===== config.mk =====
export PLATFORM = sky130hd
export DESIGN_NAME = pcv_phase_protect
export DESIGN_NICKNAME = d
export VERILOG_FILES = /design/src/pcv_pkg.sv /design/src/pcv_phase_protect.sv /design/src/pcv_phase_sampler.sv
export SDC_FILE = /design/constraint.sdc
export NUM_CORES = 1
export LEC_CHECK = 0
export BUFFER_PORTS_ARGS = -buffer_cell sky130_fd_sc_hd__buf_2
export CAP_MARGIN = 20
export CORE_MARGIN = 1.5
export CORE_UTILIZATION = 53
export CTS_CLUSTER_DIAMETER = 60
export DETAILED_ROUTE_END_ITERATION = 6
export HOLD_SLACK_MARGIN = 0.15
export PLACE_DENSITY = 0.71
export SYNTH_ARGS = -nofsm -noshare
export SYNTH_HDL_FRONTEND = slang
export SYNTH_HIERARCHICAL = 1
export SYNTH_SLANG_ARGS = --single-unit

===== constraint.sdc =====
create_clock -name core_clk -period 23.7 [get_ports core_clk]
set_input_delay 4.74 -clock core_clk [delete_from_list [all_inputs] [get_ports core_clk]]
set_output_delay 4.74 -clock core_clk [all_outputs]
set_load 0.005 [all_outputs]

===== src/pcv_pkg.sv =====
// Shared constants of the phase-current protection and code-decode block.
// Assumes one 100 MHz clock and a digitised sense sample per phase.
package pcv_pkg;
    // ****************************************
    // Timing and widths
    // ****************************************
    localparam int CLK_MHZ = 100;
    localparam int SENSE_W = 12;
    localparam int NUM_PHASES = 4;
    localparam int WAIT_CYCLES = 2048;
    localparam int SS_CNT_W = 11;
    localparam int SETTLE_NS = 200;
    localparam int SETTLE_CYC = (SETTLE_NS * CLK_MHZ + 999) / 1000;
    localparam logic [SENSE_W-1:0] OC_REF_UA = 12'h04B;
    // ****************************************
    // Code decode, level in millivolts
    // ****************************************
    localparam logic [4:0] CODE_OFF = 5'h1F;
    localparam logic [10:0] LEVEL_TOP_MV = 11'h60E;
    localparam logic [10:0] LEVEL_STEP_MV = 11'h019;
    // ****************************************
    // Modes and sequencer states
    // ****************************************
    localparam logic [1:0] MODE_FOUR = 2'h0;
    localparam logic [1:0] MODE_THREE = 2'h1;
    localparam logic [1:0] MODE_TWO = 2'h2;
    typedef enum logic [3:0] {
        ST_OFF = 4'h1,
        ST_SOFT = 4'h2,
        ST_RUN = 4'h4,
        ST_WAIT = 4'h8
    } pcv_state_t;
endpackage


===== src/pcv_phase_protect.sv =====
// Phase current sampling, balance, overcurrent hiccup and code decode.
// Assumes a phase-clock enable pulse and sense samples synchronous to core_clk.
// What this block does
// - One settled sample per phase per cycle
// - Per-phase samplers; phases three, four optional
// - Balance error: phase one versus mean
// - Mean above 75 uA shuts down at once
// - Shutdown releases every phase drive
// - Hold released for 2048 phase-clock cycles
// - Then soft-start with drives switching; success enters run
// - Failed soft-start repeats wait and retry
// - Hiccup has no retry limit
// - Five-bit code gives one level or off
// - All ones off; 1.550 V down in 25 mV
// - All-ones code shuts down, others restart
// - Soft-start timed by 11-bit phase-clock counter
// - Enabled, valid code starts soft-start immediately
`timescale 1ns/10ps
module pcv_phase_protect #(
    parameter int WAIT_COUNT = pcv_pkg::WAIT_CYCLES,
    parameter int SETTLE = pcv_pkg::SETTLE_CYC
) (
    input wire logic core_clk,
    input wire logic sys_rst,
    input wire logic ctrlEnable,
    input wire logic phaseClkEn,
    input wire logic [1:0] phaseMode,
    input wire logic [3:0] phaseCycleStart,
    input wire logic [pcv_pkg::SENSE_W-1:0] phaseCurrentSense0,
    input wire logic [pcv_pkg::SENSE_W-1:0] phaseCurrentSense1,
    input wire logic [pcv_pkg::SENSE_W-1:0] phaseCurrentSense2,
    input wire logic [pcv_pkg::SENSE_W-1:0] phaseCurrentSense3,
    input wire logic [3:0] phaseDrive,
    input wire logic [4:0] voltage_code_pins,
    output logic [3:0] driveOut,
    output logic [3:0] driveOutEn,
    output logic [pcv_pkg::SENSE_W-1:0] meanPhaseCurrent,
    output logic signed [pcv_pkg::SENSE_W:0] balanceError,
    output logic [10:0] referenceLevel,
    output logic codeOff,
    output logic softStartActive,
    output logic [10:0] softStartCount,
    output logic overCurrent
);
    localparam int SW = pcv_pkg::SENSE_W;

    // ****************************************
    // Functions
    // ****************************************
    // Code to level in mV: each count of code subtracts one step from the top level
    function automatic logic [10:0] code_to_mv(input logic [4:0] code);
        logic [10:0] steps;
        steps = {6'h00, code};
        code_to_mv = pcv_pkg::LEVEL_TOP_MV - 11'(steps * pcv_pkg::LEVEL_STEP_MV);
    endfunction

    // ****************************************
    // Per-phase sampling
    // ****************************************
    logic [3:0] phaseActive;
    logic [SW-1:0] samples [4];
    logic [SW-1:0] senseIn [4];

    // Reduced phase count parks the upper instances
    always_comb begin
        phaseActive = 4'hF;
        if (phaseMode == pcv_pkg::MODE_THREE) begin
            phaseActive = 4'h7;
        end else if (phaseMode == pcv_pkg::MODE_TWO) begin
            phaseActive = 4'h3;
        end
    end

    assign senseIn[0] = phaseCurrentSense0;
    assign senseIn[1] = phaseCurrentSense1;
    assign senseIn[2] = phaseCurrentSense2;
    assign senseIn[3] = phaseCurrentSense3;

    for (genvar p = 0; p < pcv_pkg::NUM_PHASES; p++) begin : g_phase
        pcv_phase_sampler #(
            .SETTLE(SETTLE)
        ) u_sampler (
            .core_clk(core_clk),
            .sys_rst(sys_rst),
            .phaseActive(phaseActive[p]),
            .cycleStart(phaseCycleStart[p]),
            .phaseCurrentSense(senseIn[p]),
            .sample(samples[p])
        );
    end

    // ****************************************
    // Mean, balance error, overcurrent
    // ****************************************
    logic [SW+1:0] sampleSum;
    logic [SW+1:0] meanWide;
    logic [SW-1:0] mean_q, mean_d;
    logic signed [SW:0] balErr_q, balErr_d;
    logic overCurrent_q, overCurrent_d;

    // Divide by the active count; a constant divisor of 3 is cheap here
    always_comb begin
        sampleSum = {2'b00, samples[0]} + {2'b00, samples[1]}
                  + {2'b00, samples[2]} + {2'b00, samples[3]};
        if (phaseMode == pcv_pkg::MODE_TWO) begin
            meanWide = sampleSum >> 1;
        end else if (phaseMode == pcv_pkg::MODE_THREE) begin
            meanWide = sampleSum / (SW+2)'(3);
        end else begin
            meanWide = sampleSum >> 2;
        end
        mean_d = meanWide[SW-1:0];
        balErr_d = $signed({1'b0, samples[0]}) - $signed({1'b0, mean_d});
        overCurrent_d = (mean_d > pcv_pkg::OC_REF_UA);
    end

    always_ff @(posedge core_clk) begin
        if (sys_rst) begin
            mean_q <= '0;
            balErr_q <= '0;
            overCurrent_q <= 1'b0;
        end else begin
            mean_q <= mean_d;
            balErr_q <= balErr_d;
            overCurrent_q <= overCurrent_d;
        end
    end

    // ****************************************
    // Code decode
    // ****************************************
    logic [10:0] level_q, level_d;
    logic codeOff_q, codeOff_d;

    // Off code parks the level at zero so nothing downstream regulates
    always_comb begin
        codeOff_d = (voltage_code_pins == pcv_pkg::CODE_OFF);
        level_d = codeOff_d ? 11'h000 : code_to_mv(voltage_code_pins);
    end

    always_ff @(posedge core_clk) begin
        if (sys_rst) begin
            level_q <= 11'h000;
            codeOff_q <= 1'b1;
        end else begin
            level_q <= level_d;
            codeOff_q <= codeOff_d;
        end
    end

    // ****************************************
    // Hiccup sequencer
    // ****************************************
    pcv_pkg::pcv_state_t state_q, state_d;
    logic [11:0] waitCnt_q, waitCnt_d;
    logic [pcv_pkg::SS_CNT_W-1:0] ssCnt_q, ssCnt_d;
    logic startOk;

    // Comparator drives transitions directly so a trip is never delayed
    always_comb begin
        startOk = ctrlEnable && !codeOff_d;
        state_d = state_q;
        waitCnt_d = waitCnt_q;
        ssCnt_d = ssCnt_q;
        if (!startOk) begin
            state_d = pcv_pkg::ST_OFF;
            waitCnt_d = 12'h000;
            ssCnt_d = '0;
        end else begin
            case (state_q)
                pcv_pkg::ST_OFF: begin
                    state_d = pcv_pkg::ST_SOFT;
                    ssCnt_d = '0;
                end
                pcv_pkg::ST_SOFT: begin
                    if (overCurrent_d) begin
                        state_d = pcv_pkg::ST_WAIT;
                        waitCnt_d = 12'h000;
                    end else if (phaseClkEn) begin
                        ssCnt_d = ssCnt_q + {{(pcv_pkg::SS_CNT_W-1){1'b0}}, 1'b1};
                        if (&ssCnt_q) begin
                            state_d = pcv_pkg::ST_RUN;
                        end
                    end
                end
                pcv_pkg::ST_RUN: begin
                    if (overCurrent_d) begin
                        state_d = pcv_pkg::ST_WAIT;
                        waitCnt_d = 12'h000;
                    end
                end
                pcv_pkg::ST_WAIT: begin
                    // No retry counter exists, so the loop never gives up
                    if (phaseClkEn) begin
                        waitCnt_d = waitCnt_q + 12'h001;
                        if (waitCnt_q == 12'(WAIT_COUNT - 1)) begin
                            state_d = pcv_pkg::ST_SOFT;
                            ssCnt_d = '0;
                        end
                    end
                end
                default: begin
                    state_d = pcv_pkg::ST_OFF;
                end
            endcase
        end
    end

    always_ff @(posedge core_clk) begin
        if (sys_rst) begin
            state_q <= pcv_pkg::ST_OFF;
            waitCnt_q <= 12'h000;
            ssCnt_q <= '0;
        end else begin
            state_q <= state_d;
            waitCnt_q <= waitCnt_d;
            ssCnt_q <= ssCnt_d;
        end
    end

    // ****************************************
    // Drive outputs
    // ****************************************
    logic switching;
    logic [3:0] driveOut_q, driveOut_d;
    logic [3:0] driveEn_q, driveEn_d;

    // Released drives let the drivers turn both transistors off
    always_comb begin
        switching = (state_d == pcv_pkg::ST_SOFT) || (state_d == pcv_pkg::ST_RUN);
        driveEn_d = switching ? phaseActive : 4'h0;
        driveOut_d = phaseDrive & driveEn_d;
    end

    always_ff @(posedge core_clk) begin
        if (sys_rst) begin
            driveOut_q <= 4'h0;
            driveEn_q <= 4'h0;
        end else begin
            driveOut_q <= driveOut_d;
            driveEn_q <= driveEn_d;
        end
    end

    assign driveOut = driveOut_q;
    assign driveOutEn = driveEn_q;
    assign meanPhaseCurrent = mean_q;
    assign balanceError = balErr_q;
    assign referenceLevel = level_q;
    assign codeOff = codeOff_q;
    assign softStartActive = (state_q == pcv_pkg::ST_SOFT);
    assign softStartCount = ssCnt_q;
    assign overCurrent = overCurrent_q;
endmodule


===== src/pcv_phase_sampler.sv =====
// One phase's current sampler: one sample per switching cycle after settle.
// Assumes cycleStart marks the start of the low-side conduction interval.
`timescale 1ns/10ps
module pcv_phase_sampler #(
    parameter int SETTLE = pcv_pkg::SETTLE_CYC
) (
    input wire logic core_clk,
    input wire logic sys_rst,
    input wire logic phaseActive,
    input wire logic cycleStart,
    input wire logic [pcv_pkg::SENSE_W-1:0] phaseCurrentSense,
    output logic [pcv_pkg::SENSE_W-1:0] sample
);
    logic [7:0] settleCnt_q, settleCnt_d;
    logic armed_q, armed_d;
    logic [pcv_pkg::SENSE_W-1:0] sample_q, sample_d;

    // Settle counter arms once per cycle, so exactly one sample is taken
    always_comb begin
        settleCnt_d = settleCnt_q;
        armed_d = armed_q;
        sample_d = sample_q;
        if (!phaseActive) begin
            armed_d = 1'b0;
            sample_d = '0;
        end else if (cycleStart) begin
            armed_d = 1'b1;
            settleCnt_d = 8'(SETTLE);
        end else if (armed_q) begin
            if (settleCnt_q > 8'h01) begin
                settleCnt_d = settleCnt_q - 8'h01;
            end else begin
                armed_d = 1'b0;
                sample_d = phaseCurrentSense;
            end
        end
    end

    always_ff @(posedge core_clk) begin
        if (sys_rst) begin
            settleCnt_q <= 8'h00;
            armed_q <= 1'b0;
            sample_q <= '0;
        end else begin
            settleCnt_q <= settleCnt_d;
            armed_q <= armed_d;
            sample_q <= sample_d;
        end
    end

    assign sample = sample_q;
endmodule


# Word level (Yosys, flattened, before mapping)
# Cells that the tools add are included.
dict set report classes {
  n_lt_le_gt_ge 5
  n_reduce_logical 31
  div_mod_pow 1
  n_mux 45
  eq_ne 15
  addsub 11
  bitwise_logic 14
  multipliers 1
}
# op count
set op_table {}
lappend op_table {{$mux 8} 12}
lappend op_table {{$mux 12} 4}
lappend op_table {{$mux 11} 4}
lappend op_table {{$mux 4} 10}
lappend op_table {{$pmux 11 s3} 1}
lappend op_table {{$gt 8x1->1 const B} 4}
lappend op_table {{$sub 8x1->8 const B} 4}
lappend op_table {{$reduce_and 3->1} 9}
lappend op_table {{$pmux 12 s2} 1}
lappend op_table {{$reduce_bool 2->1} 9}
lappend op_table {{$pmux 4 s4} 1}
lappend op_table {{$add 13x12->14} 1}
lappend op_table {{$add 14x12->14} 1}
lappend op_table {{$div 14x2->14 const B} 1}
lappend op_table {{$reduce_or 2->1} 7}
lappend op_table {{$add 12x12->13} 1}
lappend op_table {{$not 1->1} 13}
lappend op_table {{$sub 12x12->13} 1}
lappend op_table {{$add 12x1->12 const B} 1}
lappend op_table {{$eq 12x11->1 const B} 1}
lappend op_table {{$gt 12x7->1 const B} 1}
lappend op_table {{$mux 1} 12}
lappend op_table {{$add 11x1->11 const B} 1}
lappend op_table {{$reduce_and 11->1} 1}
lappend op_table {{other kinds (17)} 22}
dict set report totals {
  reg_bits 157
  in_bits 67
}

# Depth between registers and ports, before layout
# Gate-level depths: netlist (run 1).
dict set report logic_depth {
  depth_word 14
  depth_mapped 42
  depth_no_buf 40
}

# By module
# Netlist (run 1), hierarchy kept.
# mod seq_area_each_um2 cells_per_inst instances area_each_um2
set by_module_without_submodules {}
lappend by_module_without_submodules {pcv_phase_protect 1441.4 820 1 6611.3}
lappend by_module_without_submodules {pcv_phase_sampler 420.4 90 4 903.4}

# Worst setup path after synthesis (run 1)
# OpenSTA, ideal clock, no wires.
dict set report synth_timing {
  kind {reg2reg}
  from {register g_phase[3].u_sampler.sample_q, in the netlist g_phase[3].u_sampler/sample[1]}
  to {register balErr_q[11], in the netlist balanceError[11]}
  slack_ps 15207
  path_stages_with_launch 41
  required_time_ps 23572
  arrival_ps 8366
  path_cell_list {dfxtp_1 inv_1 fa_1 inv_1 fa_1 ha_1 fa_1 a21oi_2 o211a_1 a2bb2oi_1 a211o_1 nor3_2 a22o_1 a221oi_4 a211oi_1 o31a_1 a311o_1 buf_4 [... 5 more ...] o31ai_1 a211o_1 a311o_1 a22oi_1 ha_1 nor2b_1 o21ai_0 nand2b_1 a21o_1 a21o_1 a21o_1 a21o_1 a21o_1 a21o_1 a21o_1 a21oi_1 xor2_1 nor2_1}
}
dict set report synth_via {
  elab_chain_len 5
}
# item line_no
set synth_rtl {}
lappend synth_rtl {{start: declaration} pcv_phase_sampler.sv:16} ;# logic [pcv_pkg::SENSE_W-1:0] sample_q, sample_d;
lappend synth_rtl {{start signal: assignment} pcv_phase_sampler.sv:47} ;# sample_q <= sample_d;
lappend synth_rtl {{$add 14x12->14 (*)} pcv_phase_protect.sv:104} ;# + {2'b00, samples[2]} + {2'b00, samples[3]};
lappend synth_rtl {{$div 14x2->14} pcv_phase_protect.sv:108} ;# meanWide = sampleSum / (SW+2)'(3);
lappend synth_rtl {{$mux 12} pcv_phase_protect.sv:107} ;# end else if (phaseMode == pcv_pkg::MODE_THREE) begin
lappend synth_rtl {{$mux 12 (*)} pcv_phase_protect.sv:105} ;# if (phaseMode == pcv_pkg::MODE_TWO) begin
lappend synth_rtl {{$sub 12x12->13 (*)} pcv_phase_protect.sv:113} ;# balErr_d = $signed({1'b0, samples[0]}) - $signed({1'b0, mean_d});
lappend synth_rtl {{end signal: assignment} pcv_phase_protect.sv:124} ;# balErr_q <= balErr_d;
lappend synth_rtl {{end: declaration} pcv_phase_protect.sv:98} ;# logic signed [SW:0] balErr_q, balErr_d;
# Mark *: on every way between the ends. The rest lies on a longest branch, timed or not.
# A chain may end at the register's enable or synchronous reset.

# Final worst setup path (run 1)
dict set report layout_timing {
  from {register g_phase[3].u_sampler.sample_q, in the netlist g_phase[3].u_sampler/sample[6]}
  to {register balErr_q[11], in the netlist balanceError[11]}
}
# Same word-level chain as after synthesis.

==> results of run 1 <==
-- stage by stage --
stage          setup WS, ns  hold WS [ns]
2_1_floorplan         15.21         0.455
3_3_place_gp          14.35         0.475
3_5_place_dp          14.20         0.477
4_1_cts               14.15         0.486
5_1_grt               13.37         0.516
6_report              14.00         0.487
-- state kept, by name, summed over array words and instances (netlist names) --
signal,cells
driveOutEn,3
waitCnt_q,12
state_q,4
g_phase.u_sampler/sample,48
overCurrent,1
balanceError,13
softStartCount,11
driveOut,4
meanPhaseCurrent,12
g_phase.u_sampler/armed_q,4
codeOff,1
g_phase.u_sampler/settleCnt_q,32
referenceLevel,11
-- how the worst max path moves through the flow --
stage                            end                            from  cells past startpoint
floorplan           balanceError[11]  g_phase[3].u_sampler/sample[1]                     40
global placement    balanceError[11]  g_phase[3].u_sampler/sample[3]                     38
detailed placement  balanceError[11]  g_phase[3].u_sampler/sample[1]                     39
CTS                 balanceError[11]  g_phase[3].u_sampler/sample[6]                     38
global route        balanceError[11]  g_phase[3].u_sampler/sample[3]                     37
finish              balanceError[11]  g_phase[3].u_sampler/sample[6]                     38
-- cells in the final DEF (no fill, tap or decap), types with 7 or more instances in the layout --
cell,synthesis,routed
nor2_1,156,156
dfxtp_1,156,156
buf_2,13,124
inv_1,93,93
a21oi_1,63,63
ha_1,61,61
nand2_1,60,60
mux2i_1,53,53
xnor2_1,35,35
o21ai_0,33,33
fa_1,27,27
a21o_1,24,24
xor2_1,24,24
nor3_1,23,23
nand3_1,22,22
a31oi_1,20,20
nand2b_1,19,19
and2_1,17,17
clkbuf_16,0,17
o31ai_1,16,16
nand4_1,15,15
or3_1,15,15
nor2b_1,14,14
or4_1,14,14
nor4_1,10,10
a211oi_1,9,9
conb_1,1,8
a211o_1,7,7
o22ai_1,7,7
and3_1,7,7
buf_4,5,7
-- layer usage --
layer,track usage [%],wire (µm)
met1,34.7,11300
met5,0,0
met3,5.60,1500
met4,6.67,441
met2,39.0,10900
-- cell type report --
cell class / count / area, µm²
fill: 1622 / 7250
multi-input combinational: 888 / 6540
sequential: 156 / 3120
timing repair buffer: 131 / 673
clock buffer: 23 / 468
inverter: 95 / 357
tap: 260 / 325
clock inverter: 6 / 88.8
antenna: 1 / 2.50
-- cells by family (layout without fill, tap and decap cells) --
family / after synthesis / after routing
DFF: 156 / 156
other: 1 / 9
AOI/OAI and AO/OA: 271 / 271
muxes: 55 / 55
and+or+nand+nor: 405 / 405
buffers and inverters: 143 / 255
adders and majority gates: 90 / 90
xor gates and xnor gates: 59 / 59
-- worst min-delay path: cells and delay by family (launching register included) --
family | cells | cell delay (ns)
AO/OA/AOI/OAI | 1 | 0.06
AND/OR/NAND/NOR | 1 | 0.06
flip-flops | 1 | 0.32
-- power breakdown --
| part | switching (mW) | internal (mW) |
|---|---|---|
| clock | 0.105 | 0.159 |
| sequential | 0.00688 | 0.276 |
| combinational | 0.0737 | 0.0586 |
==> results.json, run 1 <==
{
  "vias": 8866,
  "r2r_end": "balanceError[11]",
  "crit_path_start_kind": "flop",
  "clk_latency_ns": 0.43,
  "cp_top_family": "compound AO/OA/AOI/OAI gates",
  "reg2reg_depth": 38,
  "synthXorXnorAreaFrac_pct": 5.05,
  "place_congestion": 0.921,
  "p_leak_nw": 5.20,
  "report.final.slew_viol_count": 0,
  "synth-compound-area-share_pct": 20.4,
  "synth_edf_count": 0,
  "finalNonFillerCells": 1560,
  "nets": 1444,
  "drt_iter0_drc": 786,
  "crit_arrival_ns": 9.99,
  "cpMostUsedCell": "a21o_1",
  "reg2reg_slack_ns": 14.00,
  "syn_area_um2": 10200,
  "grt_usage_pct": 24.9,
  "dp_hpwl_mm": 18.2,
  "fin_crit_ns": 9.70,
  "drive_above_1_share_pct": 15.6,
  "required_ns": 24.00,
  "hp-start": "g_phase[0].u_sampler/settleCnt_q[1]",
  "die_w_um": 142,
  "avgSynthCellArea_um2": 8.67,
  "synth_area_leaders": "dfxtp_1 31%, ha_1 7.5%, nor2_1 5.7%",
  "crit_path_max_fanout": 19,
  "cts_resized": 0,
  "cts_made_buffers": 17,
  "cts.htree.levels": 4,
  "port_buffers": 124,
  "cts-root-buf": "clkbuf_16",
  "coreArea_um2": 18800,
  "hold_path_class": "flop to flop",
  "cts.clk_slew.worst_paths_ns": 0.06,
  "slew-limit-headroom_pct": 26.8,
  "critPathMaxStageDelay_ns": 0.85,
  "rsz0062_at_grt": "no",
  "fin_setup_tns_ns": 0,
  "post-route-util_pct": 61.5,
  "fin_skew_ns": 0.0154,
  "muxShareOfSynthArea_pct": 5.41,
  "dpl_cell_area_um2": 11000,
  "clock_path_buffers": 2,
  "async_reset_ff_share_pct": 0,
  "crit-reg2reg-launch": "g_phase[3].u_sampler/sample[6]",
  "start_util_pct": 54.3,
  "drcViolationCount": 0,
  "yosysWarnings": 6,
  "drv_cap": 0,
  "cts_tree": "done",
  "synth_cells": 1180,
  "synth_top_cell_area_share_pct": 30.5,
  "die_h_um": 142,
  "wirelength_mm": 24.1,
  "synth_top_family_by_area": "compound AO/OA/AOI/OAI gates",
  "status": "finished clean",
  "critPathKind": "flop to flop",
  "ioPinCount": 125,
  "grt_pass1_vias": 8242,
  "yosysSeqAreaShare_pct": 30.5,
  "areaGrowthSynthToFinish_pct": 13.2,
  "grt_overflow": 0,
  "total_power_mw": 0.679,
  "max_freq_ghz": 0.103,
  "drt-vias-per-instance": 5.68,
  "fin_crit_sh_pct": 40.9,
  "clock-sinks": 156,
  "postCtsHoldBufs": 0,
  "placedCellCount": 1530,
  "synth_seq_cells": 156,
  "grt_pass1_wl_mm": 40.3,
  "yosys.area_share.simple_pct": 19.9,
  "holdPathEnd": "g_phase[0].u_sampler/settleCnt_q[1]",
  "rows": 50,
  "die_area_um2": 20100,
  "ant_nets": 0,
  "slowest_stage": "nor2_1",
  "postCtsSetupBuffers": 0,
  "p_per_area_nw_per_um2": 58.6,
  "synthFlopType": "dfxtp_1",
  "routedWlPerCell_um": 15.4,
  "firstDrtPassIters": 5,
  "synth_commonest_cells": "156 x dfxtp_1, 156 x nor2_1, 93 x inv_1, 63 x a21oi_1, 61 x ha_1",
  "whs_path_depth": 2,
  "grt_start_max_net_pins": 52,
  "antenna_found_initial": 3,
  "finalSetupViolations": 0,
  "worst_pin_slew_ns": 1.09,
  "yosysUniqueCellTypes": 95,
  "synth_fa_ha_area_share_pct": 12.9,
  "yosysTopAreaCell": "dfxtp_1",
  "peakVddDrop_uv": 52.8,
  "design_area_um2": 11600,
  "worstSetupEndpointType": "flop",
  "hold_viol_final": 0,
  "crit_buf_inv": 3
}
(Power assumes the default switching activity.)
==> run 2: changes to the inputs <==
- PLACE_DENSITY: 0.71 -> 0.74
- clock period: 23.7 -> 8.8 ns (I/O delays scaled with it)
==> run 2 against run 1 <==
Net effect:
- utilization up 3.5 points
- flip-flop and latch count stayed put
- combinational power increased to 3.0 times the previous value
- power grew to 2.9 times the previous value
- die area is the same
- critical path depth grew 4
- wire length grew 8.5%
- clock power grew to 3.0 times the previous value
- worst setup slack got worse by 14 ns
- count of clock-buffer cells in the layout is 3 lower
- critical path type unchanged
==> results.json, run 2 (same netlist as run 1, synthesis figures left out) <==
{
  "peakVddDrop_uv": 139,
  "slowest_stage": "fa_1",
  "coreArea_um2": 18800,
  "fin_crit_ns": 8.56,
  "crit_arrival_ns": 8.84,
  "worst_pin_slew_ns": 0.999,
  "firstDrtPassIters": 6,
  "required_ns": 9.08,
  "drive_above_1_share_pct": 21.7,
  "cp_top_family": "compound AO/OA/AOI/OAI gates",
  "finalSetupViolations": 0,
  "postCtsHoldBufs": 0,
  "cts.htree.levels": 4,
  "grt_overflow": 0,
  "crit_path_end": "balanceError[12]",
  "critPathMaxStageDelay_ns": 0.54,
  "clk_latency_ns": 0.43,
  "slew-limit-headroom_pct": 32.9,
  "dpl_cell_area_um2": 11200,
  "cts_tree": "done",
  "cts.clk_slew.worst_paths_ns": 0.07,
  "drt_iter0_drc": 737,
  "reg2reg_slack_ns": 0.24,
  "fin_setup_tns_ns": 0,
  "hold_viol_final": 0,
  "status": "finished clean",
  "critPathKind": "flop to flop",
  "drt-vias-per-instance": 5.74,
  "clock-sinks": 156,
  "layout.area.seq_um2": 3130,
  "ant_nets": 0,
  "reg2reg_depth": 42,
  "cts_made_buffers": 17,
  "design_area_um2": 12200,
  "grt_pass1_wl_mm": 42.1,
  "antenna_found_initial": 2,
  "areaGrowthSynthToFinish_pct": 19.6,
  "die_h_um": 142,
  "worstSetupEndpointType": "flop",
  "fillers": 1599,
  "max_freq_ghz": 0.117,
  "die_area_um2": 20100,
  "busiest_layer": "met2",
  "fin_skew_ns": 0.0144,
  "r2r_end": "balanceError[12]",
  "largest_reg_flops": 48,
  "report.final.slew_viol_count": 0,
  "port_buffers": 124,
  "vias": 9200,
  "hold_path_class": "flop to flop",
  "dp_hpwl_mm": 19.1,
  "place_congestion": 0.942,
  "grt.met3_usage_pct": 4.99,
  "nets": 1483,
  "grt_pass1_vias": 8699,
  "cpMostUsedCell": "a21o_1",
  "routedWlPerCell_um": 16.3,
  "crit_buf_inv": 5,
  "start_util_pct": 54.3,
  "critPathLaunch": "g_phase[1].u_sampler/sample[1]",
  "grt_usage_pct": 25.9,
  "die_w_um": 142,
  "ioPinCount": 125,
  "drv_cap": 0,
  "use_met1_pct": 33.7,
  "cts-root-buf": "clkbuf_16",
  "final_cell_mix": "154 x dfxtp_1, 151 x nor2_1, 124 x buf_2, 92 x inv_1, 62 x a21oi_1",
  "drcViolationCount": 0,
  "rsz0062_at_grt": "yes",
  "crit_path_start_kind": "flop",
  "layout_commonest_cell": "dfxtp_1",
  "multi_input_area_um2": 6800,
  "rows": 50,
  "clock_path_buffers": 2,
  "p_per_area_nw_per_um2": 160,
  "crit-reg2reg-launch": "g_phase[1].u_sampler/sample[1]",
  "crit_path_max_fanout": 7,
  "p_leak_nw": 5.46,
  "crit_cells": 42,
  "grt_start_max_net_pins": 52,
  "wirelength_mm": 26.2,
  "fin_crit_sh_pct": 97.3,
  "met2_usage_pct": 42.7
}
==> run 2: changes by cell type in the layout (fill, tap and decap cells not counted), sizes merged <==
cell,change
buf,+39
bufinv,+2
clkbuf,-3
clkinv,+3
clkinvlp,-2
inv,+3
==> run 2: final cells by class <==
class                      count  share of cell area (%)
clock buffer                  20                    3.65
tap                          260                    2.66
antenna                        1                  0.0205
sequential                   156                    25.6
inverter                      95                    2.92
timing repair buffer         170                    8.06
multi-input combinational    888                    55.6
clock inverter                12                    1.51
==> run 2: repair_timing <==
item	CTS	global route
setup buffers	1	9
resized for setup	8	54
setup endpoints to repair	3	6
pin swaps	2	57
==> run 2: metrics by stage <==
stage,std cells,util [%],hold slack (ns),setup slack [ns],power [mW]
after detailed placement,1559,59.7,0.481,-0.0798,1.15
after global placement,1559,59.7,0.475,0.0594,1.14
final,1602,65.0,0.487,0.240,1.95
after CTS,1592,63.3,0.489,0.0102,1.94
after floorplan,1187,-,0.455,0.307,1.03
after global routing,1602,65.0,0.518,-0.223,2.04
==> run 2: power by group <==
| part | switching, mW | total (mW) | leakage, nW | internal, mW |
|---|---|---|---|---|
| Clock | 0.307 | 0.794 | 0.311 | 0.487 |
| Sequential | 0.0180 | 0.760 | 1.27 | 0.742 |
| Combinational | 0.217 | 0.398 | 3.88 | 0.181 |
==> run 2: how the worst min path moves through the flow <==
stage                                                to  slack, ns  depth (start not counted)                           startpoint
floorplan           g_phase[0].u_sampler/settleCnt_q[1]       0.45                          2  g_phase[0].u_sampler/settleCnt_q[1]
global placement         g_phase[2].u_sampler/sample[3]       0.48                          2       g_phase[2].u_sampler/sample[3]
detailed placement  g_phase[0].u_sampler/settleCnt_q[1]       0.48                          2  g_phase[0].u_sampler/settleCnt_q[1]
CTS                 g_phase[0].u_sampler/settleCnt_q[1]       0.49                          2  g_phase[0].u_sampler/settleCnt_q[1]
global route             g_phase[3].u_sampler/sample[6]       0.52                          2       g_phase[3].u_sampler/sample[6]
finish                   g_phase[3].u_sampler/sample[1]       0.49                          2       g_phase[3].u_sampler/sample[1]
==> run 2: routing by layer <==
metal | up-vias | part of all wire [%]
met2 | 286 | 47
met1 | 4361 | 46
li1 | 4508 | -
met4 | 0 | 2.3
met3 | 45 | 4.9
met5 | - | 0
==> run 2: tightest hold or removal path, delay by kind of cell, from the launching register on <==
kind / cells / cell delay, ns
flops: 1 / 0.32
simple gates: 1 / 0.07
mux: 1 / 0.06
==> run 3: changes to the inputs <==
- CORE_MARGIN: 1.5 -> 5
==> run 3 against run 2 <==
Net effect:
- the flow now finishes with violations (design-rule violations)
- critical endpoint unchanged
- register-to-register slack worse by 0.08 ns
- worst setup slack worse by 0.080 ns
- combinational power increased by 7.5%
- wire length rose by 2.8%
- non-clock buffer count grew 24
- cell area is 1.9% higher
- power fell by 2.8%
- global-route usage fell by 2.3 points
==> results.json, run 3 (same netlist as run 1, synthesis figures left out) <==
{
  "drv_cap": 0,
  "finalWorstSetupSlack_ns": 0.159,
  "crit_path_start_kind": "flop",
  "ant_nets": 0,
  "vias": 9380,
  "clock_path_buffers": 2,
  "nets": 1507,
  "largest_reg_flops": 48,
  "whs_ns": 0.490,
  "worst_pin_slew_ns": 1.22,
  "max_freq_ghz": 0.116,
  "wirelength_mm": 26.9,
  "cts_tree": "done",
  "areaGrowthSynthToFinish_pct": 21.9,
  "final_cell_mix": "154 x dfxtp_1, 152 x nor2_1, 124 x buf_2, 92 x inv_1, 68 x buf_4",
  "cts_made_buffers": 17,
  "grt_pass1_wl_mm": 43.3,
  "ioPinCount": 125,
  "post-route-util_pct": 66.2,
  "port_buffers": 124,
  "hold_path_class": "flop to flop",
  "finalSetupViolations": 0,
  "die_h_um": 149,
  "clock-sinks": 156,
  "crit_path_max_fanout": 7,
  "drt_iter0_drc": 660,
  "status": "complete, but fails checks",
  "reg2reg_slack_ns": 0.16,
  "p_leak_nw": 5.53,
  "total_power_mw": 1.90,
  "antenna_found_initial": 2,
  "report.final.slew_viol_count": 0,
  "clk_latency_ns": 0.43,
  "drt-vias-per-instance": 5.78,
  "cts.clk_slew.worst_paths_ns": 0.06,
  "fin_skew_ns": 0.00955,
  "cts.htree.levels": 4,
  "cts-root-buf": "clkbuf_16",
  "dp_slack_ns": -0.0784,
  "worstSetupEndpointType": "flop",
  "required_ns": 9.09,
  "coreArea_um2": 18800,
  "layout_commonest_cell": "dfxtp_1",
  "hold_viol_final": 0,
  "fin_crit_ns": 8.64,
  "die_w_um": 149,
  "rows": 50,
  "place_congestion": 0.974,
  "start_util_pct": 54.3,
  "slowest_stage": "fa_1",
  "die_area_um2": 22200,
  "p_per_area_nw_per_um2": 152,
  "grt_usage_pct": 23.6,
  "n_antenna_cell": 0,
  "crit_arrival_ns": 8.93,
  "critPathMaxStageDelay_ns": 0.53,
  "grt_pass1_vias": 8790,
  "drive_above_1_share_pct": 23.6,
  "critPathKind": "flop to flop",
  "routedWlPerCell_um": 16.6,
  "firstDrtPassIters": 7,
  "drcViolationCount": 19,
  "peakVddDrop_uv": 137,
  "fin_crit_sh_pct": 98.2,
  "violations": "design-rule violations",
  "grt_overflow": 0,
  "cpMostUsedCell": "a21o_1",
  "grt_start_max_net_pins": 52,
  "dp_hpwl_mm": 19.6,
  "slew-limit-headroom_pct": 18.5
}
run 3: cell types whose count changed in the layout (fill, tap and decap cells not counted), moves of 4 or more:
cell,change
buf_4,+25
clkinvlp_4,+5
ha_2,-4
ha_4,+4
run 3: power by group:
group	internal, mW	switching [mW]
sequential	0.742	0.0177
combinational	0.197	0.230
clock	0.411	0.298
run 3: cell type report:
type,count,area [µm²]
Sequential cell,156,3130
Fill cell,1544,6370
Multi-Input combinational cell,888,6940
Clock inverter,8,85.1
Timing Repair Buffer,194,1150
Inverter,95,357
Clock buffer,23,478
Tap cell,260,325
run 3: worst paths after layout:
kind	from	endpoint	cells past startpoint
setup reg to reg	g_phase[1].u_sampler/sample[1]	balanceError[12]	42
setup / recovery	g_phase[1].u_sampler/sample[1]	balanceError[12]	42
hold reg to reg	g_phase[2].u_sampler/settleCnt_q[1]	g_phase[2].u_sampler/settleCnt_q[1]	2
hold / removal	g_phase[2].u_sampler/settleCnt_q[1]	g_phase[2].u_sampler/settleCnt_q[1]	2
run 3: worst max-delay path, delay by kind of cell (launching register included):
kind	cells	cell delay (ns)
compound gates	22	4.44
fa+ha+maj	7	2.39
buf+inv	5	0.51
flops	1	0.33
simple gates	8	0.81
run 3: timing repair:
action                                  4_1_cts  5_1_grt
buffers inserted                              5       17
gates resized for setup                       7       76
pin swaps                                     4       58
endpoints found under the setup margin        3        8
hold buffers                                  0        0
run 3: metrics by stage:
stage / area [µm²] / cells / setup TNS, ns
floorplan: 10300 / 1187 / 0
detailed placement: 11300 / 1572 / -0.225
CTS: 12000 / 1608 / 0
finish: 12500 / 1624 / 0
global placement: 11300 / 1572 / 0
global route: 12500 / 1624 / -0.435
run 3: metal layers:
layer | vias up | part of all wire (%) | global-route usage [%] | wire length [µm]
met3 | 35 | 6.8 | 4.77 | 1840
met2 | 352 | 48 | 38.7 | 12800
met5 | - | 0.048 | 0 | 13
li1 | 4541 | - | - | -
met4 | 2 | 1.4 | 5.72 | 367
met1 | 4450 | 44 | 32.1 | 11900
